**src/servo_ff_pkg.sv**
```systemverilog
// Constants, register map and types for the feedforward and P/PI switching block.
// Functional notes
// - Feedforward is the position command derivative times gain percent, added to velocity.
// - Feedforward low-pass bandwidth 0 to 2500 Hz, default 200; zero bypasses it.
// - The filter acts only while feedforward gain is nonzero.
// - Switching mode 0 disables automatic P-only switching; 4 is reserved.
// - Mode 1: P-only while torque command exceeds threshold in percent.
// - Mode 2: P-only while velocity command exceeds threshold in rpm.
// - Mode 3: P-only while position error exceeds threshold in pulses.
// - Threshold range 0 to 3000, default 100, unit follows mode.
// - Without a switching condition the velocity loop runs full PI.
// - In P-only operation the integral gain is treated as zero.
// - The force input makes P-only regardless of mode, threshold or state.
// - Feedforward gain and switching mode reset to zero.
package servo_ff_pkg;
	localparam logic [15:0] ADDR_SWITCH_MODE = 16'h2104;
	localparam logic [15:0] ADDR_SWITCH_THRESHOLD = 16'h2105;
	localparam logic [15:0] ADDR_FF_GAIN = 16'h2302;
	localparam logic [15:0] ADDR_FF_FILTER_BW = 16'h2303;
	localparam logic [15:0] ADDR_STATUS = 16'h2380;
	localparam logic [7:0] SWITCH_MODE_RESET = 8'h00;
	localparam logic [15:0] THRESHOLD_RESET = 16'h0064;
	localparam logic [7:0] FF_GAIN_RESET = 8'h00;
	localparam logic [15:0] FF_BW_RESET = 16'h00C8;
	localparam logic [7:0] FF_GAIN_MAX = 8'h64;
	localparam logic [15:0] FF_BW_MAX = 16'h09C4;
	localparam logic [15:0] THRESHOLD_MAX = 16'h0BB8;
	localparam logic [7:0] SWITCH_MODE_MAX = 8'h04;
	localparam logic [7:0] PERCENT_SCALE = 8'h64;
	localparam int BW_SHIFT = 16;
	localparam logic [31:0] ALPHA_PER_HZ = 32'h0000001A;
	localparam logic [15:0] ALPHA_MAX = 16'hFFFF;
	localparam logic [15:0] ROUND_HALF = 16'h8000;
	typedef enum logic [2:0] {
		MODE_OFF = 3'b000,
		MODE_TORQUE = 3'b001,
		MODE_VELOCITY = 3'b010,
		MODE_POS_ERROR = 3'b011,
		MODE_RESERVED = 3'b100
	} switch_mode_type;
endpackage

```
**src/ff_lowpass.sv**
```systemverilog
// First-order recursive low-pass filter stepped once per control cycle.
module ff_lowpass
	import servo_ff_pkg::*;
#(
	parameter int WIDTH = 32
) (
	input wire logic core_clk,
	input wire logic rst,
	input wire logic step,
	input wire logic bypass,
	input wire logic [15:0] alpha,
	input wire logic signed [WIDTH-1:0] sample,
	output logic signed [WIDTH-1:0] filtered
);
	logic signed [WIDTH+BW_SHIFT-1:0] state_q;
	logic signed [WIDTH+BW_SHIFT-1:0] state_d;
	logic signed [WIDTH+BW_SHIFT-1:0] target;
	logic signed [WIDTH+BW_SHIFT-1:0] rounded;
	logic signed [WIDTH+BW_SHIFT+17:0] delta_prod;
	logic signed [WIDTH+BW_SHIFT+17:0] step_full;
	// State keeps fraction bits so small steps do not stall the filter.
	assign target = (WIDTH+BW_SHIFT)'(sample) <<< BW_SHIFT;
	assign delta_prod = (WIDTH+BW_SHIFT+18)'(target - state_q) *
		$signed({1'b0, alpha});
	assign step_full = delta_prod >>> BW_SHIFT;
	// Output moves a fraction alpha of the way toward the input each cycle.
	assign state_d = bypass ? target :
		state_q + step_full[WIDTH+BW_SHIFT-1:0];
	assign rounded = state_q + (WIDTH+BW_SHIFT)'(ROUND_HALF);
	always_ff @(posedge core_clk) begin
		if (rst) begin
			state_q <= '0;
		end else if (step) begin
			state_q <= state_d;
		end
	end
	assign filtered = rounded[WIDTH+BW_SHIFT-1:BW_SHIFT];
endmodule

```
**src/servo_ff_and_pi_switch.sv**
```systemverilog
// Position feedforward and P/PI velocity loop switching block.
module servo_ff_and_pi_switch
	import servo_ff_pkg::*;
#(
	parameter int CMD_WIDTH = 32,
	parameter int CYCLE_DIV = 1000
) (
	input wire logic core_clk,
	input wire logic rst,
	input wire logic [15:0] reg_addr,
	input wire logic [15:0] reg_wdata,
	input wire logic reg_wr,
	input wire logic reg_rd,
	output logic [15:0] reg_rdata,
	input wire logic servo_on,
	input wire logic proportional_force_input,
	input wire logic signed [CMD_WIDTH-1:0] position_command,
	input wire logic signed [CMD_WIDTH-1:0] velocity_command_in,
	input wire logic signed [CMD_WIDTH-1:0] torque_percent,
	input wire logic signed [CMD_WIDTH-1:0] velocity_rpm,
	input wire logic signed [CMD_WIDTH-1:0] position_error,
	input wire logic [15:0] velocity_integral_gain_param,
	output logic signed [CMD_WIDTH-1:0] velocity_command_out,
	output logic [15:0] integral_gain_out,
	output logic p_only,
	output logic cycle_tick
);
	logic [7:0] mode_q;
	logic [15:0] threshold_q;
	logic [7:0] gain_q;
	logic [15:0] bw_q;
	logic [$clog2(CYCLE_DIV)-1:0] div_q;
	logic tick_q;
	logic signed [CMD_WIDTH-1:0] prev_pos_q;
	logic signed [CMD_WIDTH-1:0] vel_out_q;
	logic [15:0] integ_q;
	logic p_only_q;
	logic [15:0] rdata_q;
	logic signed [CMD_WIDTH-1:0] pos_delta;
	logic signed [CMD_WIDTH+8:0] scaled_full;
	logic signed [CMD_WIDTH-1:0] ff_raw;
	logic signed [CMD_WIDTH-1:0] ff_filt;
	logic signed [CMD_WIDTH-1:0] ff_term;
	logic signed [CMD_WIDTH-1:0] sel_quantity;
	logic [CMD_WIDTH-1:0] sel_abs;
	logic auto_cond;
	logic p_only_d;
	logic filter_bypass;
	logic [15:0] alpha;
	logic [31:0] alpha_full;
	logic wr_mode;
	logic wr_thr;
	logic wr_gain;
	logic wr_bw;
	logic hit_mode;
	logic hit_thr;
	logic hit_gain;
	logic hit_bw;
	logic hit_status;
	logic signed [CMD_WIDTH-1:0] thr_signed;
	logic [15:0] rdata_d;
	switch_mode_type mode_sel;

	assign hit_mode = reg_addr == ADDR_SWITCH_MODE;
	assign hit_thr = reg_addr == ADDR_SWITCH_THRESHOLD;
	assign hit_gain = reg_addr == ADDR_FF_GAIN;
	assign hit_bw = reg_addr == ADDR_FF_FILTER_BW;
	assign hit_status = reg_addr == ADDR_STATUS;

	assign wr_mode = reg_wr && hit_mode && !servo_on;
	assign wr_thr = reg_wr && hit_thr;
	assign wr_gain = reg_wr && hit_gain;
	assign wr_bw = reg_wr && hit_bw;

	always_ff @(posedge core_clk) begin
		if (rst) begin
			mode_q <= SWITCH_MODE_RESET;
			threshold_q <= THRESHOLD_RESET;
			gain_q <= FF_GAIN_RESET;
			bw_q <= FF_BW_RESET;
		end else begin
			if (wr_mode && reg_wdata[7:0] <= SWITCH_MODE_MAX) begin
				mode_q <= reg_wdata[7:0];
			end
			if (wr_thr && reg_wdata <= THRESHOLD_MAX) begin
				threshold_q <= reg_wdata;
			end
			if (wr_gain && reg_wdata[7:0] <= FF_GAIN_MAX && reg_wdata[15:8] == 8'h00) begin
				gain_q <= reg_wdata[7:0];
			end
			if (wr_bw && reg_wdata <= FF_BW_MAX) begin
				bw_q <= reg_wdata;
			end
		end
	end

	assign rdata_d =
		hit_mode ? {8'h00, mode_q} :
		hit_thr ? threshold_q :
		hit_gain ? {8'h00, gain_q} :
		hit_bw ? bw_q :
		hit_status ? {15'h0000, p_only_q} : 16'h0000;

	always_ff @(posedge core_clk) begin
		if (rst) begin
			rdata_q <= 16'h0000;
		end else begin
			rdata_q <= reg_rd ? rdata_d : 16'h0000;
		end
	end
	assign reg_rdata = rdata_q;

	// Control cycle enable from the core clock divider.
	always_ff @(posedge core_clk) begin
		if (rst) begin
			div_q <= '0;
			tick_q <= 1'b0;
		end else begin
			tick_q <= div_q == ($clog2(CYCLE_DIV))'(CYCLE_DIV - 1);
			div_q <= div_q == ($clog2(CYCLE_DIV))'(CYCLE_DIV - 1) ? '0 : div_q + 1'b1;
		end
	end
	assign cycle_tick = tick_q;

	assign pos_delta = position_command - prev_pos_q;
	assign scaled_full = (CMD_WIDTH+9)'(pos_delta) * $signed({1'b0, gain_q});
	assign ff_raw = CMD_WIDTH'(scaled_full / $signed({1'b0, PERCENT_SCALE}));
	assign filter_bypass = bw_q == 16'h0000 || gain_q == 8'h00;
	assign alpha_full = {16'h0000, bw_q} * ALPHA_PER_HZ;
	assign alpha = alpha_full[31:16] != 16'h0000 ? ALPHA_MAX : alpha_full[15:0];

	ff_lowpass #(
		.WIDTH(CMD_WIDTH)
	) u_lowpass (
		.core_clk(core_clk),
		.rst(rst),
		.step(tick_q),
		.bypass(filter_bypass),
		.alpha(alpha),
		.sample(ff_raw),
		.filtered(ff_filt)
	);
	assign ff_term = gain_q == 8'h00 ? '0 : ff_filt;

	assign mode_sel = switch_mode_type'(mode_q[2:0]);
	assign sel_quantity =
		mode_sel == MODE_TORQUE ? torque_percent :
		mode_sel == MODE_VELOCITY ? velocity_rpm :
		mode_sel == MODE_POS_ERROR ? position_error : '0;
	assign sel_abs = sel_quantity < 0 ? -sel_quantity : sel_quantity;
	assign auto_cond = (mode_sel == MODE_TORQUE || mode_sel == MODE_VELOCITY ||
		mode_sel == MODE_POS_ERROR) &&
		sel_abs > CMD_WIDTH'(threshold_q);
	assign p_only_d = proportional_force_input || auto_cond;
	assign thr_signed = $signed(CMD_WIDTH'(threshold_q));

	always_ff @(posedge core_clk) begin
		if (rst) begin
			prev_pos_q <= '0;
			vel_out_q <= '0;
			integ_q <= 16'h0000;
			p_only_q <= 1'b0;
		end else begin
			p_only_q <= p_only_d;
			integ_q <= p_only_d ? 16'h0000 : velocity_integral_gain_param;
			if (tick_q) begin
				prev_pos_q <= position_command;
			end
			vel_out_q <= velocity_command_in + ff_term;
		end
	end
	assign velocity_command_out = vel_out_q;
	assign integral_gain_out = integ_q;
	assign p_only = p_only_q;

	a_force_p_only: assert property (@(posedge core_clk) disable iff (rst)
		proportional_force_input |=> p_only && integral_gain_out == 16'h0000)
		else $error("force input did not give P-only operation");
	a_mode_off_pi: assert property (@(posedge core_clk) disable iff (rst)
		(mode_q == 8'h00 && !proportional_force_input) |=> !p_only)
		else $error("mode zero switched to P-only");
	a_pi_integral: assert property (@(posedge core_clk) disable iff (rst)
		!p_only_d |=> integral_gain_out == $past(velocity_integral_gain_param))
		else $error("PI operation lost integral gain");
	a_p_zero_integ: assert property (@(posedge core_clk) disable iff (rst)
		p_only |-> integral_gain_out == 16'h0000)
		else $error("integral gain not zero in P-only");
	a_mode_locked: assert property (@(posedge core_clk) disable iff (rst)
		servo_on |=> mode_q == $past(mode_q))
		else $error("switching mode changed while servo on");
	a_threshold_range: assert property (@(posedge core_clk) disable iff (rst)
		threshold_q <= THRESHOLD_MAX)
		else $error("threshold out of range");
	a_zero_gain_ff: assert property (@(posedge core_clk) disable iff (rst)
		gain_q == 8'h00 |=> velocity_command_out == $past(velocity_command_in))
		else $error("feedforward added with zero gain");
	a_torque_switch: assert property (@(posedge core_clk) disable iff (rst)
		(mode_q == 8'h01 && torque_percent > thr_signed) |=> p_only)
		else $error("torque mode did not switch");
	a_velocity_switch: assert property (@(posedge core_clk) disable iff (rst)
		(mode_q == 8'h02 && velocity_rpm > thr_signed) |=> p_only)
		else $error("velocity mode did not switch");
	a_poserr_switch: assert property (@(posedge core_clk) disable iff (rst)
		(mode_q == 8'h03 && position_error > thr_signed) |=> p_only)
		else $error("position error mode did not switch");
	a_gain_range: assert property (@(posedge core_clk) disable iff (rst)
		gain_q <= FF_GAIN_MAX && bw_q <= FF_BW_MAX)
		else $error("feedforward setting out of range");

	a_mode_reset: assert property (@(posedge core_clk) disable iff (rst)
		$fell(rst) |-> mode_q == SWITCH_MODE_RESET && gain_q == FF_GAIN_RESET)
		else $error("mode or gain not at reset value");
	a_thr_reset: assert property (@(posedge core_clk) disable iff (rst)
		$fell(rst) |-> threshold_q == THRESHOLD_RESET && bw_q == FF_BW_RESET)
		else $error("threshold or bandwidth not at reset value");
	a_mode_range: assert property (@(posedge core_clk) disable iff (rst)
		mode_q <= SWITCH_MODE_MAX)
		else $error("switching mode out of range");
	a_mode_write: assert property (@(posedge core_clk) disable iff (rst)
		(wr_mode && reg_wdata[7:0] <= SWITCH_MODE_MAX) |=>
		mode_q == $past(reg_wdata[7:0]))
		else $error("mode write while servo off lost");
	a_thr_write: assert property (@(posedge core_clk) disable iff (rst)
		(wr_thr && reg_wdata <= THRESHOLD_MAX) |=>
		threshold_q == $past(reg_wdata))
		else $error("threshold write lost");
	a_gain_write: assert property (@(posedge core_clk) disable iff (rst)
		(wr_gain && reg_wdata <= {8'h00, FF_GAIN_MAX}) |=>
		gain_q == $past(reg_wdata[7:0]))
		else $error("gain write lost");
	a_bw_write: assert property (@(posedge core_clk) disable iff (rst)
		(wr_bw && reg_wdata <= FF_BW_MAX) |=> bw_q == $past(reg_wdata))
		else $error("bandwidth write lost");
	a_bad_thr_kept: assert property (@(posedge core_clk) disable iff (rst)
		(wr_thr && reg_wdata > THRESHOLD_MAX) |=> $stable(threshold_q))
		else $error("out of range threshold accepted");
	a_bad_gain_kept: assert property (@(posedge core_clk) disable iff (rst)
		(wr_gain && reg_wdata[7:0] > FF_GAIN_MAX) |=> $stable(gain_q))
		else $error("out of range gain accepted");
	a_bad_bw_kept: assert property (@(posedge core_clk) disable iff (rst)
		(wr_bw && reg_wdata > FF_BW_MAX) |=> $stable(bw_q))
		else $error("out of range bandwidth accepted");
	a_rdata_idle: assert property (@(posedge core_clk) disable iff (rst)
		!reg_rd |=> reg_rdata == 16'h0000)
		else $error("read data not zero outside a read");

	a_auto_pi: assert property (@(posedge core_clk) disable iff (rst)
		(!proportional_force_input && !auto_cond) |=> !p_only)
		else $error("P-only without a switching condition");
	a_reserved_off: assert property (@(posedge core_clk) disable iff (rst)
		(mode_q == SWITCH_MODE_MAX && !proportional_force_input) |=> !p_only)
		else $error("reserved mode switched to P-only");
	a_torque_below: assert property (@(posedge core_clk) disable iff (rst)
		(mode_q == 8'h01 && !proportional_force_input &&
		torque_percent >= 0 && torque_percent <= thr_signed) |=> !p_only)
		else $error("torque mode switched at or below threshold");
	a_velocity_below: assert property (@(posedge core_clk) disable iff (rst)
		(mode_q == 8'h02 && !proportional_force_input &&
		velocity_rpm >= 0 && velocity_rpm <= thr_signed) |=> !p_only)
		else $error("velocity mode switched at or below threshold");
	a_poserr_below: assert property (@(posedge core_clk) disable iff (rst)
		(mode_q == 8'h03 && !proportional_force_input &&
		position_error >= 0 && position_error <= thr_signed) |=> !p_only)
		else $error("position error mode switched at or below threshold");
	a_neg_torque: assert property (@(posedge core_clk) disable iff (rst)
		(mode_q == 8'h01 && torque_percent < -thr_signed) |=> p_only)
		else $error("negative torque magnitude did not switch");

	a_ff_bypass: assert property (@(posedge core_clk) disable iff (rst)
		(bw_q == 16'h0000 && gain_q != 8'h00 && tick_q) |=>
		ff_filt == $past(ff_raw))
		else $error("zero bandwidth did not bypass the filter");
	a_ff_sum: assert property (@(posedge core_clk) disable iff (rst)
		gain_q != 8'h00 |=>
		velocity_command_out == $past(velocity_command_in + ff_filt))
		else $error("feedforward not added to velocity command");
	a_filter_hold: assert property (@(posedge core_clk) disable iff (rst)
		!tick_q |=> $stable(ff_filt))
		else $error("filter moved outside a control cycle");
	a_tick_pulse: assert property (@(posedge core_clk) disable iff (rst)
		tick_q |=> !tick_q)
		else $error("control cycle enable longer than one clock");
endmodule

```
**config.mk**
```make
export PLATFORM = sky130hd
export DESIGN_NAME = servo_ff_and_pi_switch
export DESIGN_NICKNAME = d
export VERILOG_FILES = /design/src/servo_ff_pkg.sv /design/src/ff_lowpass.sv /design/src/servo_ff_and_pi_switch.sv
export SDC_FILE = /design/constraint.sdc
export NUM_CORES = 2
export LEC_CHECK = 0
export ABC_AREA = 0
export BUFFER_PORTS_ARGS = -buffer_cell sky130_fd_sc_hd__buf_2
export CORE_ASPECT_RATIO = 1.75
export CORE_UTILIZATION = 60
export CTS_CLUSTER_SIZE = 20
export DETAILED_ROUTE_END_ITERATION = 8
export GPL_TIMING_DRIVEN = 0
export HOLD_SLACK_MARGIN = 0.15
export PLACE_DENSITY = 0.86
export SYNTH_ARGS = -nofsm -noshare
export SYNTH_HDL_FRONTEND = slang
export SYNTH_HIERARCHICAL = 1
export SYNTH_SLANG_ARGS = --single-unit
```
**constraint.sdc**
```tcl
create_clock -name core_clk -period 83.4 [get_ports core_clk]
set_input_delay 16.68 -clock core_clk [delete_from_list [all_inputs] [get_ports core_clk]]
set_output_delay 16.68 -clock core_clk [all_outputs]
set_load 0.1 [all_outputs]
```
==> metrics.txt <==
CP endpoint kind register; clock root cell clkbuf_16; Placer Congestion 1.18; top_reg_cell synth dfxtp_1; CTS buffer count 24; DR iter-0 viols 4851; vias 61800; worst endpoint required time 83.94 ns; Remaining DRCs 0; Ports 280; Sequential Area 0.00408 mm²; final setup vio count 0; Die Span Y 434 µm; Fin. Hold Viols 0; Final Critical Period 69.73 ns; Fin Hold WS 0.456 ns; Synth Cell Area 0.0640 mm²; final core utilization 0.645; crit path DAT 70.27 ns; Tot GR Track Use 0.458; Gates resized, CTS repair 0; P per Cell Area 3.71 mW/mm²; hold-fix buffers at CTS 0; CP peak stage delay 1.20 ns; Hold Path Class reg -> reg; critical path's slowest cell xnor2_1; Sink Count 204; fin crit share 0.836; Post-synth EDFFs 0; largest net degree at the start of global routing 16; max cap viols 9; Net count, final 9856; port bufs 277; share of post-route cells with drive strength above 1 0.0784; Rows 158; Worst VDD drop 15.9 µV; sequential element share of the synthesized area 0.0638; FF+latch count, synth 204; multi-input logic area 0.0535 mm²; DP Cell Count 9605; number of setup buffers added after CTS 0; unrepaired setup endpoints after global routing no; f_max 14.3 MHz; min setup slack post-route 13.67 ns; global-route wire length before repair 372 mm; most used cell, CP a21o_1; Via density 6.38; setup TNS 0 ns; Crit Path Class in -> reg; Core Area 0.106 mm²; pre-CTS WS 16.03 ns; worst-margin pin slew 1.67 ns; clock transition at the registers of the reported paths 0.08 ns; Routed WL per cell 25.2 µm; initial antenna violation count 28; async set-or-reset flop fraction in the synthesized netlist 0; Overflow after GRT 0; non-filler cells, final 9673; Worst Hold Depth 1; synth warn 6; Leak 0.0334 µW; post-detail-place hpwl 199 mm; Synth-to-Final Area Change 6.50%; clk_skew 0.0285 ns; drt pass-1 iters 7; syn avg cell area 8.04 µm²; Die Wd 249 µm; DIE AREA 0.108 mm²; Fillers 9217; worst-skew pair later-pin latency 0.64 ns; # H-tree levels 1; syn nets 9547; CTS Buffer Depth 3; Starting Density 0.605; worst-path maximum fanout 10; DRT Wirelength 244 mm; Antenna Nets Post-Route 0; Mapped Cells 7966; Slew headroom -0.123; TritonCTS clock tree done; library cells used by synthesis 148; crit start category input pin; status finished, violations left; failing checks max-capacitance violations, max-slew violations; vias in the first global route 65200; Slew Limit Fails 32; R2R depth 171
[worst max-delay path: cells and delay by family]
family / cells / cell delay (ns)
adder cells (fa/ha/maj): 17 / 7.80
buffers and inverters: 12 / 1.88
AND/OR/NAND/NOR: 33 / 8.31
AO/OA/AOI/OAI: 100 / 30.96
multiplexers: 5 / 1.51
XOR/XNOR: 4 / 2.99
[final timing paths]
kind	start	to	slack [ns]
max	position_command[1]	u_lowpass/state_q[47]	13.67
min	div_q[0]	div_q[0]	0.46
min reg2reg	div_q[0]	div_q[0]	0.46
max reg2reg	prev_pos_q[1]	u_lowpass/state_q[47]	29.40
[registers in the layout, summed over array words and instances (netlist names)]
register and flops:
velocity_command_out 32, prev_pos_q 32, cycle_tick 1, threshold_q 16, reg_rdata 16, bw_q 16, p_only 1, mode_q 8
div_q 10, u_lowpass/state_q 48, integral_gain_out 16, gain_q 8
[routing by layer]
metal	GRT usage	wire length, µm	share of wire	up-vias
met2	0.786	117000	0.48	3468
li1	-	-	-	26700
met5	0	165	0.00068	-
met4	0.539	35100	0.14	22
met3	0.130	20900	0.086	1796
met1	0.401	70700	0.29	29800
[cells in the mapped netlist (30+ instances only)]
cell type | instances | area [µm²]
o21a_1 | 43 | 323
ha_1 | 440 | 5510
o21bai_1 | 59 | 443
and2_1 | 557 | 3480
fa_1 | 927 | 18600
a21o_1 | 178 | 1340
nand2_1 | 888 | 3330
o22ai_1 | 31 | 194
nor2b_1 | 52 | 325
or3_1 | 38 | 238
o211ai_1 | 54 | 405
clkbuf_1 | 265 | 995
o31ai_1 | 30 | 225
a21oi_1 | 327 | 1640
a31oi_1 | 52 | 325
buf_4 | 40 | 300
mux2i_1 | 97 | 971
nor3_1 | 114 | 571
nor2_1 | 471 | 1770
xor2_1 | 121 | 1060
buf_2 | 30 | 150
o21ai_0 | 198 | 991
o21ai_1 | 48 | 240
nand4_1 | 71 | 444
a211oi_1 | 75 | 563
a22oi_1 | 63 | 473
nand3_1 | 126 | 631
and3_1 | 46 | 288
mux2_2 | 46 | 518
nor4_1 | 39 | 244
nand2b_1 | 64 | 400
dfxtp_1 | 204 | 4080
inv_1 | 1328 | 4980
xnor2_1 | 293 | 2570
[power by group]
part           total, µW  internal, µW  switching, µW  leakage [µW]
sequential          99.2          98.7          0.486       0.00166
combinational       37.3          10.5           26.7        0.0313
clock                117          63.5           53.1      0.000395
[layout by cell type (no fill, tap or decap), types with 43 or more instances in the layout]
cell type,Yosys,final
nand2b_1,64,64
clkbuf_1,265,263
a22oi_1,63,63
o21ai_0,198,198
xnor2_1,293,281
nand2_1,888,888
fa_1,927,927
o21a_1,43,43
nor3_1,114,114
a21oi_1,327,327
xor2_1,121,119
nand3_1,126,126
mux2i_1,97,97
dfxtp_1,204,204
buf_2,30,307
a21o_1,178,178
nor2b_1,52,52
a31oi_1,52,52
nand4_1,71,71
and3_1,46,46
a211oi_1,75,74
o21bai_1,59,59
and2_1,557,557
nor2_1,471,470
ha_1,440,440
o211ai_1,54,54
o21ai_1,48,48
mux2_2,46,46
inv_1,1328,1328
[kinds of logic after synthesis]
group / after synthesis / synth area share
AOI/OAI and AO/OA: 1524 / 0.171
and+or+nand+nor: 2605 / 0.202
DFF: 204 / 0.0638
xor gates and xnor gates: 421 / 0.0585
muxes: 153 / 0.0254
buffers and inverters: 1685 / 0.102
adders and majority gates: 1374 / 0.377
[final cells by class]
type                       count  share of cell area
tap                         1360              0.0250
buffer                       353              0.0228
sequential                   204              0.0599
inverter                    1332              0.0733
clock buffer                  29             0.00967
multi-input combinational   6077               0.785
timing repair buffer         283              0.0214
clock inverter                15             0.00248
antenna                       20            0.000734
[through the flow]
| step | cell area (µm²) | total power (µW) |
|---|---|---|
| 2_1_floorplan | 64000 | 123 |
| 3_3_place_gp | 67100 | 137 |
| 3_5_place_dp | 67200 | 137 |
| 4_1_cts | 68000 | 252 |
| 5_1_grt | 68200 | 259 |
| 6_report | 68200 | 253 |
No activity file was read; power rests on OpenSTA's default activity.
